## src/verilog/atrig_pkg.sv

```systemverilog
package atrig_pkg;

   // =====================================================================
   // trigger modes and sources
   typedef enum logic [2:0] {
      mode_below_low,
      mode_above_high,
      mode_inside_region,
      mode_high_hysteresis,
      mode_low_hysteresis
   } trig_mode_type;

   typedef enum logic {
      src_direct_pin,
      src_post_gain
   } trig_source_type;

   // =====================================================================
   // level widths: 256 steps (low res) or 4,096 steps (high res)
   localparam int LOW_RES_BITS  = 8;
   localparam int HIGH_RES_BITS = 12;
   localparam int LEVEL_BITS    = HIGH_RES_BITS;

   typedef struct packed {
      trig_source_type          source;
      trig_mode_type            mode;
      logic [LEVEL_BITS-1:0]    lower_threshold;
      logic [LEVEL_BITS-1:0]    upper_threshold;
   } trig_config_type;

   localparam logic [LEVEL_BITS-1:0] LEVEL_RESET = 12'h000;

endpackage

```

## src/verilog/analog_trigger_level_compare.sv

```systemverilog
`timescale 1ns/1ps
`default_nettype none

// Operation
// - analog trigger offered beside software and external digital starts
// - source select: direct trigger pin sample or amplifier output sample
// - direct source levels span plus/minus 10 V at variant resolution
// - post-gain levels span channel full scale, 256 or 4096 steps
// - five modes, lower and upper thresholds written independently
// - below-low: trigger while signal under lower threshold
// - above-high: trigger while signal over upper threshold
// - inside-region: trigger while signal between the two thresholds
// - high-hysteresis: trigger when signal exceeds upper threshold
// - low-hysteresis: trigger when signal falls below lower threshold
// - comparison becomes one internal digital trigger for timing sections
module analog_trigger_level_compare
   import atrig_pkg::*;
#(
   parameter int LEVEL_WIDTH     = LEVEL_BITS,
   parameter int RESOLUTION_BITS = HIGH_RES_BITS
) (
   // clock and reset
   input  wire logic                   clk,
   input  wire logic                   rst,
   // digitised samples, same clock domain (offset binary)
   input  wire logic [LEVEL_WIDTH-1:0] direct_trigger_input_pin,
   input  wire logic [LEVEL_WIDTH-1:0] programmable_gain_amplifier,
   // software configuration
   input  wire trig_config_type        trig_config,
   // to the acquisition timing controller
   output logic                        analog_trigger,
   output logic                        trigger_crossing
);

   // =====================================================================
   // level resolution
   // the coarse variant keeps only the top RESOLUTION_BITS of each
   // level; samples keep full width, so the step follows the level grid
   localparam int IGNORED_BITS = LEVEL_WIDTH - RESOLUTION_BITS;

   logic [LEVEL_WIDTH-1:0] lower_level;
   logic [LEVEL_WIDTH-1:0] upper_level;

   for (genvar b = 0; b < LEVEL_WIDTH; b++) begin : g_level_bit
      if (b < IGNORED_BITS) begin : g_dropped
         assign lower_level[b] = 1'b0;
         assign upper_level[b] = 1'b0;
      end else begin : g_kept
         assign lower_level[b] = trig_config.lower_threshold[b];
         assign upper_level[b] = trig_config.upper_threshold[b];
      end
   end

   // =====================================================================
   // selected sample, same clock as this block
   logic [LEVEL_WIDTH-1:0] sample;
   logic                   below_low;
   logic                   above_high;

   always_comb begin
      sample = (trig_config.source == src_post_gain) ?
               programmable_gain_amplifier :
               direct_trigger_input_pin;
   end

   // offset binary keeps the unsigned order across zero volts
   assign below_low  = sample < lower_level;
   assign above_high = sample > upper_level;

   // =====================================================================
   // mode decode
   logic                   armed;
   logic                   in_region;
   logic                   high_hyst_term;
   logic                   low_hyst_term;
   logic                   next_trigger;

   // inclusive at both levels; the single-level modes compare strictly
   assign in_region = !below_low && !above_high;

   // armed: wait for the near level; disarmed: hold until the far one
   assign high_hyst_term = armed ? above_high : !below_low;
   assign low_hyst_term  = armed ? below_low  : !above_high;

   always_comb begin
      next_trigger = 1'b0;
      unique case (trig_config.mode)
         mode_below_low: begin
            next_trigger = below_low;
         end
         mode_above_high: begin
            next_trigger = above_high;
         end
         mode_inside_region: begin
            next_trigger = in_region;
         end
         mode_high_hysteresis: begin
            next_trigger = high_hyst_term;
         end
         mode_low_hysteresis: begin
            next_trigger = low_hyst_term;
         end
         default: begin
            next_trigger = 1'b0;
         end
      endcase
   end

   // =====================================================================
   // hysteresis arming
   // disarmed exactly while a hysteresis trigger stands, so noise at
   // one level cannot fire again before the far level is passed;
   // a trigger left over from a level mode never counts as a hold
   always_ff @(posedge clk or posedge rst) begin
      if (rst) begin
         armed <= 1'b1;
      end else if (trig_config.mode == mode_high_hysteresis ||
                   trig_config.mode == mode_low_hysteresis) begin
         armed <= !next_trigger;
      end else begin
         armed <= 1'b1;
      end
   end

   // =====================================================================
   // trigger output and crossing pulse
   always_ff @(posedge clk or posedge rst) begin
      if (rst) begin
         analog_trigger <= 1'b0;
      end else begin
         analog_trigger <= next_trigger;
      end
   end

   // one-cycle pulse per rising trigger, for per-crossing consumers
   always_ff @(posedge clk or posedge rst) begin
      if (rst) begin
         trigger_crossing <= 1'b0;
      end else begin
         trigger_crossing <= next_trigger && !analog_trigger;
      end
   end
endmodule

`default_nettype wire

```

## config.mk

```make
export PLATFORM = sky130hd
export DESIGN_NAME = analog_trigger_level_compare
export DESIGN_NICKNAME = d
export VERILOG_FILES = /design/src/verilog/atrig_pkg.sv /design/src/verilog/analog_trigger_level_compare.sv
export SDC_FILE = /design/constraint.sdc
export NUM_CORES = 1
export LEC_CHECK = 0
export BUFFER_PORTS_ARGS = -buffer_cell sky130_fd_sc_hd__buf_2
export CORE_MARGIN = 8
export CORE_UTILIZATION = 29
export CTS_CLUSTER_DIAMETER = 150
export DETAILED_ROUTE_END_ITERATION = 8
export HOLD_SLACK_MARGIN = 0.1
export PLACE_DENSITY_LB_ADDON = 0.3
export SYNTH_ARGS = -nofsm -noshare
export SYNTH_HDL_FRONTEND = slang
export SYNTH_SLANG_ARGS = --single-unit
```

## constraint.sdc

```tcl
create_clock -name clk -period 3.75 [get_ports clk]
set_input_delay 0 -clock clk [delete_from_list [all_inputs] [get_ports clk]]
set_output_delay 0 -clock clk [all_outputs]
set_load 0.01 [all_outputs]
```

==> out/results.txt, run 1 <==
status - complete, no violations
delay-heaviest family, CP - compound AO/OA/AOI/OAI gates
Post-synth top flop - dfrtp_1
Distinct cells, synth - 32
post-route setup slack - 1.680 ns
final wirelength - 2509 um
Skew-Pair Late Insertion Delay - 0.23 ns
Post-DP Area - 1220 um^2
Worst setup SP type - primary input
DR DRC count - 0
WP data arrival - 2.23 ns
Slew HR - 80.62%
vias in the first global route - 1024
max-cap violation count - 0
EDFF count, synth - 0
DP Wirelength - 2316 um
Peak Freq - 0.4831 GHz
Critical-path top delay cell - mux2_2
CTS buffer count - 3
CTS tree - done
clock tree buffer depth - 2
Syn. warnings - 0
Cells after Synth - 114
most common cell after layout, fill and taps aside - buf_2
largest net degree at the start of global routing - 13
CTS Sinks - 3
first-pass GRT wire length - 4298 um
Slew @ Worst Pin - 0.2906 ns
pre-CTS setup slack - 1.410 ns
antenna violations before repair - 0
clk slew on worst S/H paths - 0.04 ns
Core Box Area - 3003 um^2
Syn-to-layout area delta - 38.48%
Post-synth ARST share - 100.0%
# Post-CTS Setup Buffers - 0
syn_nets - 191
most used cell, CP - a21o_1
critical path endpoint category - flip-flop
share of layout cells above drive strength 1 - 42.20%
Pwr Density - 182.9 nW/um^2
synthesis-stage register bit count - 3
crit path time final - 2.070 ns
CP required - 3.91 ns
Initial Util - 30.21%
Avg Cell Area, Syn - 7.957 um^2
Die Y - 71.93 um
Die Wd - 71.93 um
worst path bufs/invs - 1
max incr delay on CP - 0.39 ns
Setup TNS Final - 0 ns
clock skew - 0.001852 ns
Hold WC Path Type - in2async
H-Tree Depth - 1
# IOs - 56
ANT nets after route - 0
Tot GR Track Use - 9.769%
Rows - 20
routability congestion estimate - 0.7248
Max FO, Critical Path - 12
vias per std cell - 4.879
Post-CTS Resized - 0
Final period util - 55.20%
Port Buf Inserts - 55
Diodes inserted - 0
CTS Root Cell - clkbuf_4
unrepaired setup endpoints after global routing - no
Final setup viols - 0
most frequent cells in the layout - buf_2 (55), inv_1 (24), ha_1 (23)
Layout Nets - 251
post-route cell area - 1256 um^2
Slew Limit Fails - 0
via count - 1005
final hold violations - 0
crit-path cells - buf_2 > mux2_2 > ha_1 > a21o_1 > a21o_1 > a221oi_1 > nand2_1 > a22oi_1 > a21boi_1
grt ovf - 0
filler instances - 309
area of the mapped netlist - 907.1 um^2
WS Path Type - in2reg
peak supply drop - 169.3 uV
Avg WL per Cell - 12.18 um
drt pass-1 iters - 4
Seq/Total Area, Yosys - 8.414%
Leak Pwr - 0.7260 nW
Die ar. - 5174 um^2
initial DRC count - 15
worst paths after layout:
| kind | from | to | slack, ns | cells after the start |
|---|---|---|---|---|
| worst max-delay path | trig_config[27] | armed$_DFF_PP1_ | 1.68 | 9 |
| worst min-delay path | rst | analog_trigger$_DFF_PP0_ | 0.18 | 3 |
| worst max register to register | armed$_DFF_PP1_ | trigger_crossing$_DFF_PP0_ | 2.30 | 3 |
| worst min register to register | analog_trigger$_DFF_PP0_ | trigger_crossing$_DFF_PP0_ | 0.44 | 1 |
| max in group asynchronous | rst | armed$_DFF_PP1_ | 3.37 | 3 |
| min in group clk | trig_config[26] | armed$_DFF_PP1_ | 0.23 | 3 |
timing repair:
item / in CTS / in global routing
hold endpoints to repair: 3 / 0
endpoints found under the setup margin: 0 / 0
hold buffers: 1 / 0
logic make-up (layout without fill, tap and decap cells):
family | after synthesis | in the layout | share of synthesized area, %
AO/OA/AOI/OAI | 24 | 24 | 19.17
adder cells (fa/ha/maj) | 23 | 23 | 31.72
buffers and inverters | 25 | 84 | 10.34
flip-flops | 3 | 3 | 8.415
multiplexers | 12 | 12 | 14.76
AND/OR/NAND/NOR | 27 | 27 | 15.59
per-layer routing:
layer	up-vias	track usage, %	share of wire [%]	wire length, um
li1	531	-	-	-
met1	430	11.47	45	1136
met2	42	16.60	45	1128
met3	2	2.617	9.0	226
met4	0	3.401	0.68	17
met5	-	0	0	0
cell usage after synthesis, drive strengths merged, types with 2 or more instances:
| library cell | count | area [um^2] |
|---|---|---|
| a21o | 2 | 15.01 |
| a21oi | 7 | 35.03 |
| dfrtp | 2 | 50.05 |
| ha | 23 | 287.8 |
| inv | 24 | 90.09 |
| mux2 | 11 | 123.9 |
| nand2 | 8 | 30.03 |
| nand2b | 2 | 12.51 |
| nand3 | 2 | 10.01 |
| nand4 | 4 | 25.02 |
| nor2 | 3 | 11.26 |
| nor3 | 3 | 15.01 |
| o21ai | 3 | 15.01 |
| o32a | 2 | 20.02 |
worst register-to-register path, stage by stage, from the launching register on:
cell     delay, ns
dfstp_2       0.55
or3b_2        0.44
o32a_1        0.21
a41oi_2       0.16
per-stage QoR:
stage          std cells  hold slack [ns]  total power, W  util [%]
6_report             206           0.1768       0.0002297     41.83
2_1_floorplan        114          -0.2471       0.0001239         -
3_3_place_gp         201          -0.1403       0.0001701     40.63
5_1_grt              206           0.1936       0.0002580     41.83
4_1_cts              206           0.1679       0.0002351     41.83
3_5_place_dp         201          -0.1331       0.0001746     40.63
layout make-up:
cell class              count  area, um^2  share of cell area (%)
inverters                  24       90.09                   7.171
flip-flops and latches      3       76.32                   6.076
repair buffers             56       285.3                   22.71
clock buffers               4       26.28                   2.092
well taps                  33       41.29                   3.287
multi-input cells          86       737.0                   58.67
where the power goes:
group          switching, W  internal (W)  leakage, nW
clock network     0.0000161     0.0000398       0.0150
logic             0.0000628     0.0000693        0.675
registers        0.00000318     0.0000384       0.0360
total             0.0000822      0.000148        0.726
state kept, by name, indices dropped and copies added, names as in the netlist:
register and count:
armed 1, analog_trigger 1, trigger_crossing 1
Note: power is estimated with default switching activity, not from simulation.
==> inputs of run 2 (changes only) <==
- clock period: 3.75 -> 1.9 ns (I/O delays scaled with it)
==> run 2 against run 1 <==
Effect of this change:
- via count rose by 4.1%
- highest routed layer unchanged
- worst setup slack got worse by 1.7 ns
- clock skew increased by 0.0030 ns
- critical endpoint is now trigger_crossing$_DFF_PP0_
- worst hold slack worse by 0.0037 ns
- sequential share of layout area decreased by 0.83 points
- largest cell class unchanged
==> out/results.txt, run 2 (synthesis gave the netlist of run 1 again) <==
status - complete, no violations (unchanged)
Pint - 0.0003355 W (was 0.0001476 W)
CTS Root Cell - clkbuf_4 (unchanged)
via count - 1046 (was 1005)
Core Util, Final - 48.46% (was 41.83%)
vias in the first global route - 1123 (was 1024)
Worst Setup SP - trig_config[27] (unchanged)
Slew Limit Fails - 0 (unchanged)
share of layout cells above drive strength 1 - 49.72% (was 42.20%)
ANT nets after route - 0 (unchanged)
worst r2r src - armed$_DFF_PP1_ (unchanged)
CTS buffer count - 3 (unchanged)
most frequent cells in the layout - buf_2 (54), inv_1 (24), ha_1 (17) (was buf_2 (55), inv_1 (24), ha_1 (23))
first-pass GRT wire length - 4636 um (was 4298 um)
Die Wd - 71.93 um (unchanged)
critical path endpoint category - flip-flop (unchanged)
Initial Util - 30.21% (unchanged)
Tot GR Track Use - 10.71% (was 9.769%)
Peak Freq - 0.5345 GHz
worst hold margin - 0.1731 ns (was 0.1768 ns)
Gate power share - 62.5% (was 57.5%)
Worst setup SP type - primary input (unchanged)
Die ar. - 5174 um^2 (unchanged)
Rows - 20 (unchanged)
unrepaired setup endpoints after global routing - yes (was no)
Skew-Pair Late Insertion Delay - 0.24 ns (was 0.23 ns)
Switching Share - 36.02% (was 35.76%)
Non-Filler Instances - 212 (was 206)
DR DRC count - 0 (unchanged)
met2 wire len - 1424 um (was 1128 um)
largest registers - analog_trigger (1), armed (1), trigger_crossing (1) (unchanged)
Diodes inserted - 0 (unchanged)
Slew @ Worst Pin - 0.3445 ns (was 0.2906 ns)
Inst Count DP - 207 (was 201)
clock skew - 0.004808 ns (was 0.001852 ns)
clk slew on worst S/H paths - 0.03 ns (was 0.04 ns)
initial DRC count - 65 (was 15)
final wirelength - 2760 um (was 2509 um)
WP data arrival - 2.02 ns (was 2.23 ns)
clock tree buffer depth - 2 (unchanged)
grt ovf - 0 (unchanged)
vias per std cell - 4.934 (was 4.879)
# IOs - 56 (unchanged)
drt pass-1 iters - 4 (unchanged)
H-Tree Depth - 1 (unchanged)
final hold violations - 0 (unchanged)
CP required - 2.05 ns (was 3.91 ns)
most common cell after layout, fill and taps aside - buf_2 (unchanged)
routability congestion estimate - 0.7447 (was 0.7248)
Port Buf Inserts - 55 (unchanged)
Avg WL per Cell - 13.02 um (was 12.18 um)
DP Wirelength - 2502 um (was 2316 um)
CTS tree - done (unchanged)
switching power - 0.0001889 W (was 0.00008215 W)
Layout Nets - 257 (was 251)
Final setup viols - 0 (unchanged)
Met3 Wirelength - 185 um (was 226 um)
WS Path Type - in2reg (unchanged)
CTS Sinks - 3 (unchanged)
Core Box Area - 3003 um^2 (unchanged)
Pwr Density - 360.4 nW/um^2 (was 182.9 nW/um^2)
peak supply drop - 127.4 uV (was 169.3 uV)
Die Y - 71.93 um (unchanged)
Top Layer Used - met4 (unchanged)
Syn-to-layout area delta - 60.41% (was 38.48%)
Routed met1 length - 1138 um (was 1136 um)
largest net degree at the start of global routing - 9 (was 13)
Slew HR - 76.96% (was 80.62%)
Final period util - 98.48%
max-cap violation count - 0 (unchanged)
antenna violations before repair - 0 (unchanged)
Max FO, Critical Path - 8 (was 12)
pre-CTS setup slack - -0.2829 ns (was 1.410 ns)
crit path time final - 1.871 ns
total power - 0.0005244 W (was 0.0002297 W)
Clk pwr share - 21.7% (was 24.4%)
Leak Pwr - 0.8040 nW (was 0.7260 nW)
sequential power share - 15.8% (was 18.1%)
Hold WC Path Type - in2async (unchanged)
post-route setup slack - 0.02897 ns (was 1.680 ns)
## run 2: changes by cell type in the layout (fill, tap and decap cells not counted), sizes merged
| cell | delta |
|---|---|
| buf | +6 |
## run 2: through the flow
stage	setup TNS [ns]	instance area, um^2
2_1_floorplan	0	996.0
3_3_place_gp	-0.7501	1355
3_5_place_dp	-0.8094	1355
4_1_cts	0	1398
5_1_grt	-0.02229	1455
6_report	0	1455
## run 2: layout make-up
cell class	count	area, um^2
Fill cell	312	1548
Multi-Input combinational cell	86	868.3
Timing Repair Buffer	62	352.8
Inverter	24	90.09
Sequential cell	3	76.32
Tap cell	33	41.29
Clock buffer	4	26.28
## run 2: worst max-delay path: stages
cell and delay (ns):
buf_8 0.10, buf_12 0.13, mux2_4 0.32, ha_4 0.28, nand4_1 0.12, a211o_1 0.30, a31o_4 0.25, o32a_1 0.32
a41oi_2 0.20
## run 2: path summary, 6_finish.rpt
path / slack (ns) / cells after the start / end
setup / recovery: 0.03 / 9 / trigger_crossing$_DFF_PP0_
hold / removal: 0.17 / 3 / trigger_crossing$_DFF_PP0_
setup reg to reg: 0.42 / 3 / trigger_crossing$_DFF_PP0_
hold reg to reg: 0.45 / 1 / trigger_crossing$_DFF_PP0_
max in group asynchronous: 1.53 / 3 / armed$_DFF_PP1_
min in group clk: 0.21 / 3 / armed$_DFF_PP1_
## run 2: power by group through the flow
stage,sequential [W],combinational (W),clock [W]
global route,0.0000842,0.000370,0.000129
detailed placement,0.0000827,0.000309,0
CTS,0.0000826,0.000316,0.000120
floorplan,0.0000861,0.000183,0
finish,0.0000827,0.000328,0.000114
global placement,0.0000827,0.000300,0
## run 2: what timing repair did
item | CTS | global route
pin swaps | 2 | 4
setup buffers | 0 | 0
endpoints found under the hold margin | 3 | 0
gates resized for setup | 1 | 10
gates cloned | 0 | 0
hold buffers | 1 | 0
endpoints found under the setup margin | 3 | 3
## run 2: per-layer routing
| metal | vias up | GRT usage [%] |
|---|---|---|
| met5 | - | 0 |
| met4 | 0 | 2.041 |
| met1 | 471 | 11.72 |
| li1 | 543 | - |
| met3 | 4 | 3.168 |
| met2 | 28 | 19.84 |
==> inputs of run 3 (changes only) <==
- CORE_ASPECT_RATIO: unset -> 0.5
==> run 3 against run 2 <==
Effect of this change:
- the flow now finishes with violations (setup timing)
- flip-flop and latch count unchanged
- power rose by 19%
- count of clock-buffer cells in the layout unchanged
- clock skew shrank 0.0028 ns
- cell count grew 3.3%
- sequential power is 0.5% higher
- routed wire length grew 4.8%
- global-route usage down 0.75 points
- maximum frequency is 2.0% lower
- largest power group unchanged
==> out/results.txt, run 3 (synthesis gave the netlist of run 1 again) <==
max-cap violation count - 0 (unchanged)
Worst setup SP type - primary input (unchanged)
most common cell after layout, fill and taps aside - buf_2 (unchanged)
Core Box Area - 2995 um^2 (was 3003 um^2)
Die ar. - 5282 um^2 (was 5174 um^2)
register area - 76.32 um^2 (unchanged)
Initial Util - 30.28% (was 30.21%)
Inst Count DP - 213 (was 207)
failing checks - setup timing
max incr delay on CP - 0.33 ns (was 0.32 ns)
grt ovf - 0 (unchanged)
critical path endpoint category - flip-flop (unchanged)
Final setup viols - 1 (was 0)
crit-path cells - buf_8 > buf_12 > mux2_4 > ha_4 > nand4_1 > a211o_1 > a31o_4 > o32a_1 > a41oi_2 (unchanged)
Port Buf Inserts - 55 (unchanged)
met1 GRT Util - 11.48% (was 11.72%)
CTS Root Cell - clkbuf_8 (was clkbuf_4)
final wirelength - 2893 um (was 2760 um)
Slew Limit Fails - 0 (unchanged)
H-Tree Depth - 1 (unchanged)
Slew HR - 80.39% (was 76.96%)
via count - 1018 (was 1046)
CP required - 2.03 ns (was 2.05 ns)
clock tree buffer depth - 2 (unchanged)
CTS buffer count - 3 (unchanged)
delay-heaviest family, CP - compound AO/OA/AOI/OAI gates (unchanged)
first-pass GRT wire length - 4319 um (was 4636 um)
Skew-Pair Late Insertion Delay - 0.21 ns (was 0.24 ns)
Tot GR Track Use - 9.961% (was 10.71%)
clk slew on worst S/H paths - 0.03 ns (about the same)
Critical-path top delay cell - mux2_4 (unchanged)
clock skew - 0.002011 ns (was 0.004808 ns)
CTS tree - done (unchanged)
unrepaired setup endpoints after global routing - yes (unchanged)
ANT nets after route - 0 (unchanged)
Avg WL per Cell - 13.21 um (was 13.02 um)
WS Path Type - in2reg (unchanged)
share of layout cells above drive strength 1 - 54.75% (was 49.72%)
crit path time final - 1.909 ns (was 1.871 ns)
worst hold margin - 0.2052 ns (was 0.1731 ns)
Final period util - 100.5% (was 98.48%)
initial DRC count - 22 (was 65)
drt pass-1 iters - 4 (unchanged)
Die Wd - 95.10 um (was 71.93 um)
final hold violations - 0 (unchanged)
met3 Resource Use GR - 1.884% (was 3.168%)
worst path bufs/invs - 2 (unchanged)
filler instances - 282 (was 312)
DR DRC count - 0 (unchanged)
Die Y - 55.55 um (was 71.93 um)
Layout Nets - 257 (unchanged)
Syn-to-layout area delta - 72.14% (was 60.41%)
# IOs - 56 (unchanged)
Slew @ Worst Pin - 0.2936 ns (was 0.3445 ns)
post-route setup slack - -0.009184 ns (was 0.02897 ns)
CTS Sinks - 3 (unchanged)
DP Wirelength - 2326 um (was 2502 um)
Max FO, Critical Path - 6 (was 8)
Diodes inserted - 0 (unchanged)
most frequent cells in the layout - buf_2 (54), inv_1 (24), ha_1 (14) (was buf_2 (54), inv_1 (24), ha_1 (17))
Pwr Density - 401.2 nW/um^2 (was 360.4 nW/um^2)
Rows - 14 (was 20)
vias in the first global route - 1053 (was 1123)
vias per std cell - 4.648 (was 4.934)
antenna violations before repair - 0 (unchanged)
largest registers - analog_trigger (1), armed (1), trigger_crossing (1) (unchanged)
status - complete, but fails checks (was complete, no violations)
routability congestion estimate - 0.7729 (was 0.7447)
met2 Use GR - 17.50% (was 19.84%)
peak supply drop - 332.0 uV (was 127.4 uV)
Leak Pwr - 0.8181 nW (was 0.8040 nW)
WP data arrival - 2.04 ns (was 2.02 ns)
Peak Freq - 0.5238 GHz (was 0.5345 GHz)
largest net degree at the start of global routing - 12 (was 9)
Hold WC Path Type - in2async (unchanged)
grt peak-use layer - met2 (unchanged)
Non-Filler Instances - 219 (was 212)
multi-input logic area - 929.6 um^2 (was 868.3 um^2)
[run 3: cell types whose count changed in the layout (fill, tap and decap cells not counted), moves of 2 or more]
cell / change
a21oi_1: -2
a21oi_2: +2
clkbuf_4: -3
clkbuf_8: +3
ha_1: -3
ha_4: +3
[run 3: timing repair]
action	in CTS	in global routing
hold endpoints to repair	3	0
buffers inserted	0	0
cloned	0	1
hold buffers	1	0
resized for setup	2	18
pin swaps	2	5
endpoints found under the setup margin	3	3
[run 3: final timing paths]
kind                                          startpoint                    endpoint  slack [ns]  cells after the start
worst min register to register  analog_trigger$_DFF_PP0_  trigger_crossing$_DFF_PP0_        0.45                      1
max in group asynchronous                            rst             armed$_DFF_PP1_        1.48                      3
worst min-delay path                                 rst    analog_trigger$_DFF_PP0_        0.21                      3
worst max register to register           armed$_DFF_PP1_  trigger_crossing$_DFF_PP0_        0.42                      3
min in group clk                         trig_config[26]             armed$_DFF_PP1_        0.24                      3
worst max-delay path                     trig_config[27]  trigger_crossing$_DFF_PP0_      -0.009                      9
[run 3: layout make-up]
cell class / count / area share (%)
tap: 40 / 3.205
sequential: 3 / 4.888
timing repair buffer: 62 / 23.72
clock buffer: 4 / 2.885
multi-input combinational: 86 / 59.54
inverter: 24 / 5.769
[run 3: report_power, final]
part / internal [W] / switching [W] / leakage, nW / total, W
Combinational: 0.000196 / 0.000159 / 0.759 / 0.000355
Sequential: 0.0000759 / 0.00000716 / 0.0360 / 0.0000831
Clock: 0.000143 / 0.0000450 / 0.0228 / 0.000188
Total: 0.000415 / 0.000211 / 0.818 / 0.000626
[run 3: worst reg2reg max path, cell delays in order, from the launching register on]
cell and delay (ns):
dfstp_2 0.56, or3b_2 0.44, o32a_1 0.22, a41oi_2 0.18
[run 3: per-layer routing]
metal,routed length (um),vias up
met5,0,-
met4,34,0
met3,132,2
met2,1482,23
met1,1243,450
li1,-,543
[run 3: through the flow]
stage                     setup TNS [ns]  setup WS (ns)  total power (W)  instance area, um^2  util [%]
final                          -0.009184      -0.009184        0.0006264                 1562     52.13
after global routing            -0.06227       -0.06227        0.0006861                 1562     52.13
after CTS                       -0.04131       -0.04131        0.0005855                 1436     47.95
after detailed placement         -0.7240        -0.2720        0.0003862                 1356     45.28
after global placement           -0.6214        -0.2200        0.0003790                 1356     45.28
after floorplan                        0       0.003285        0.0002691                996.0         -
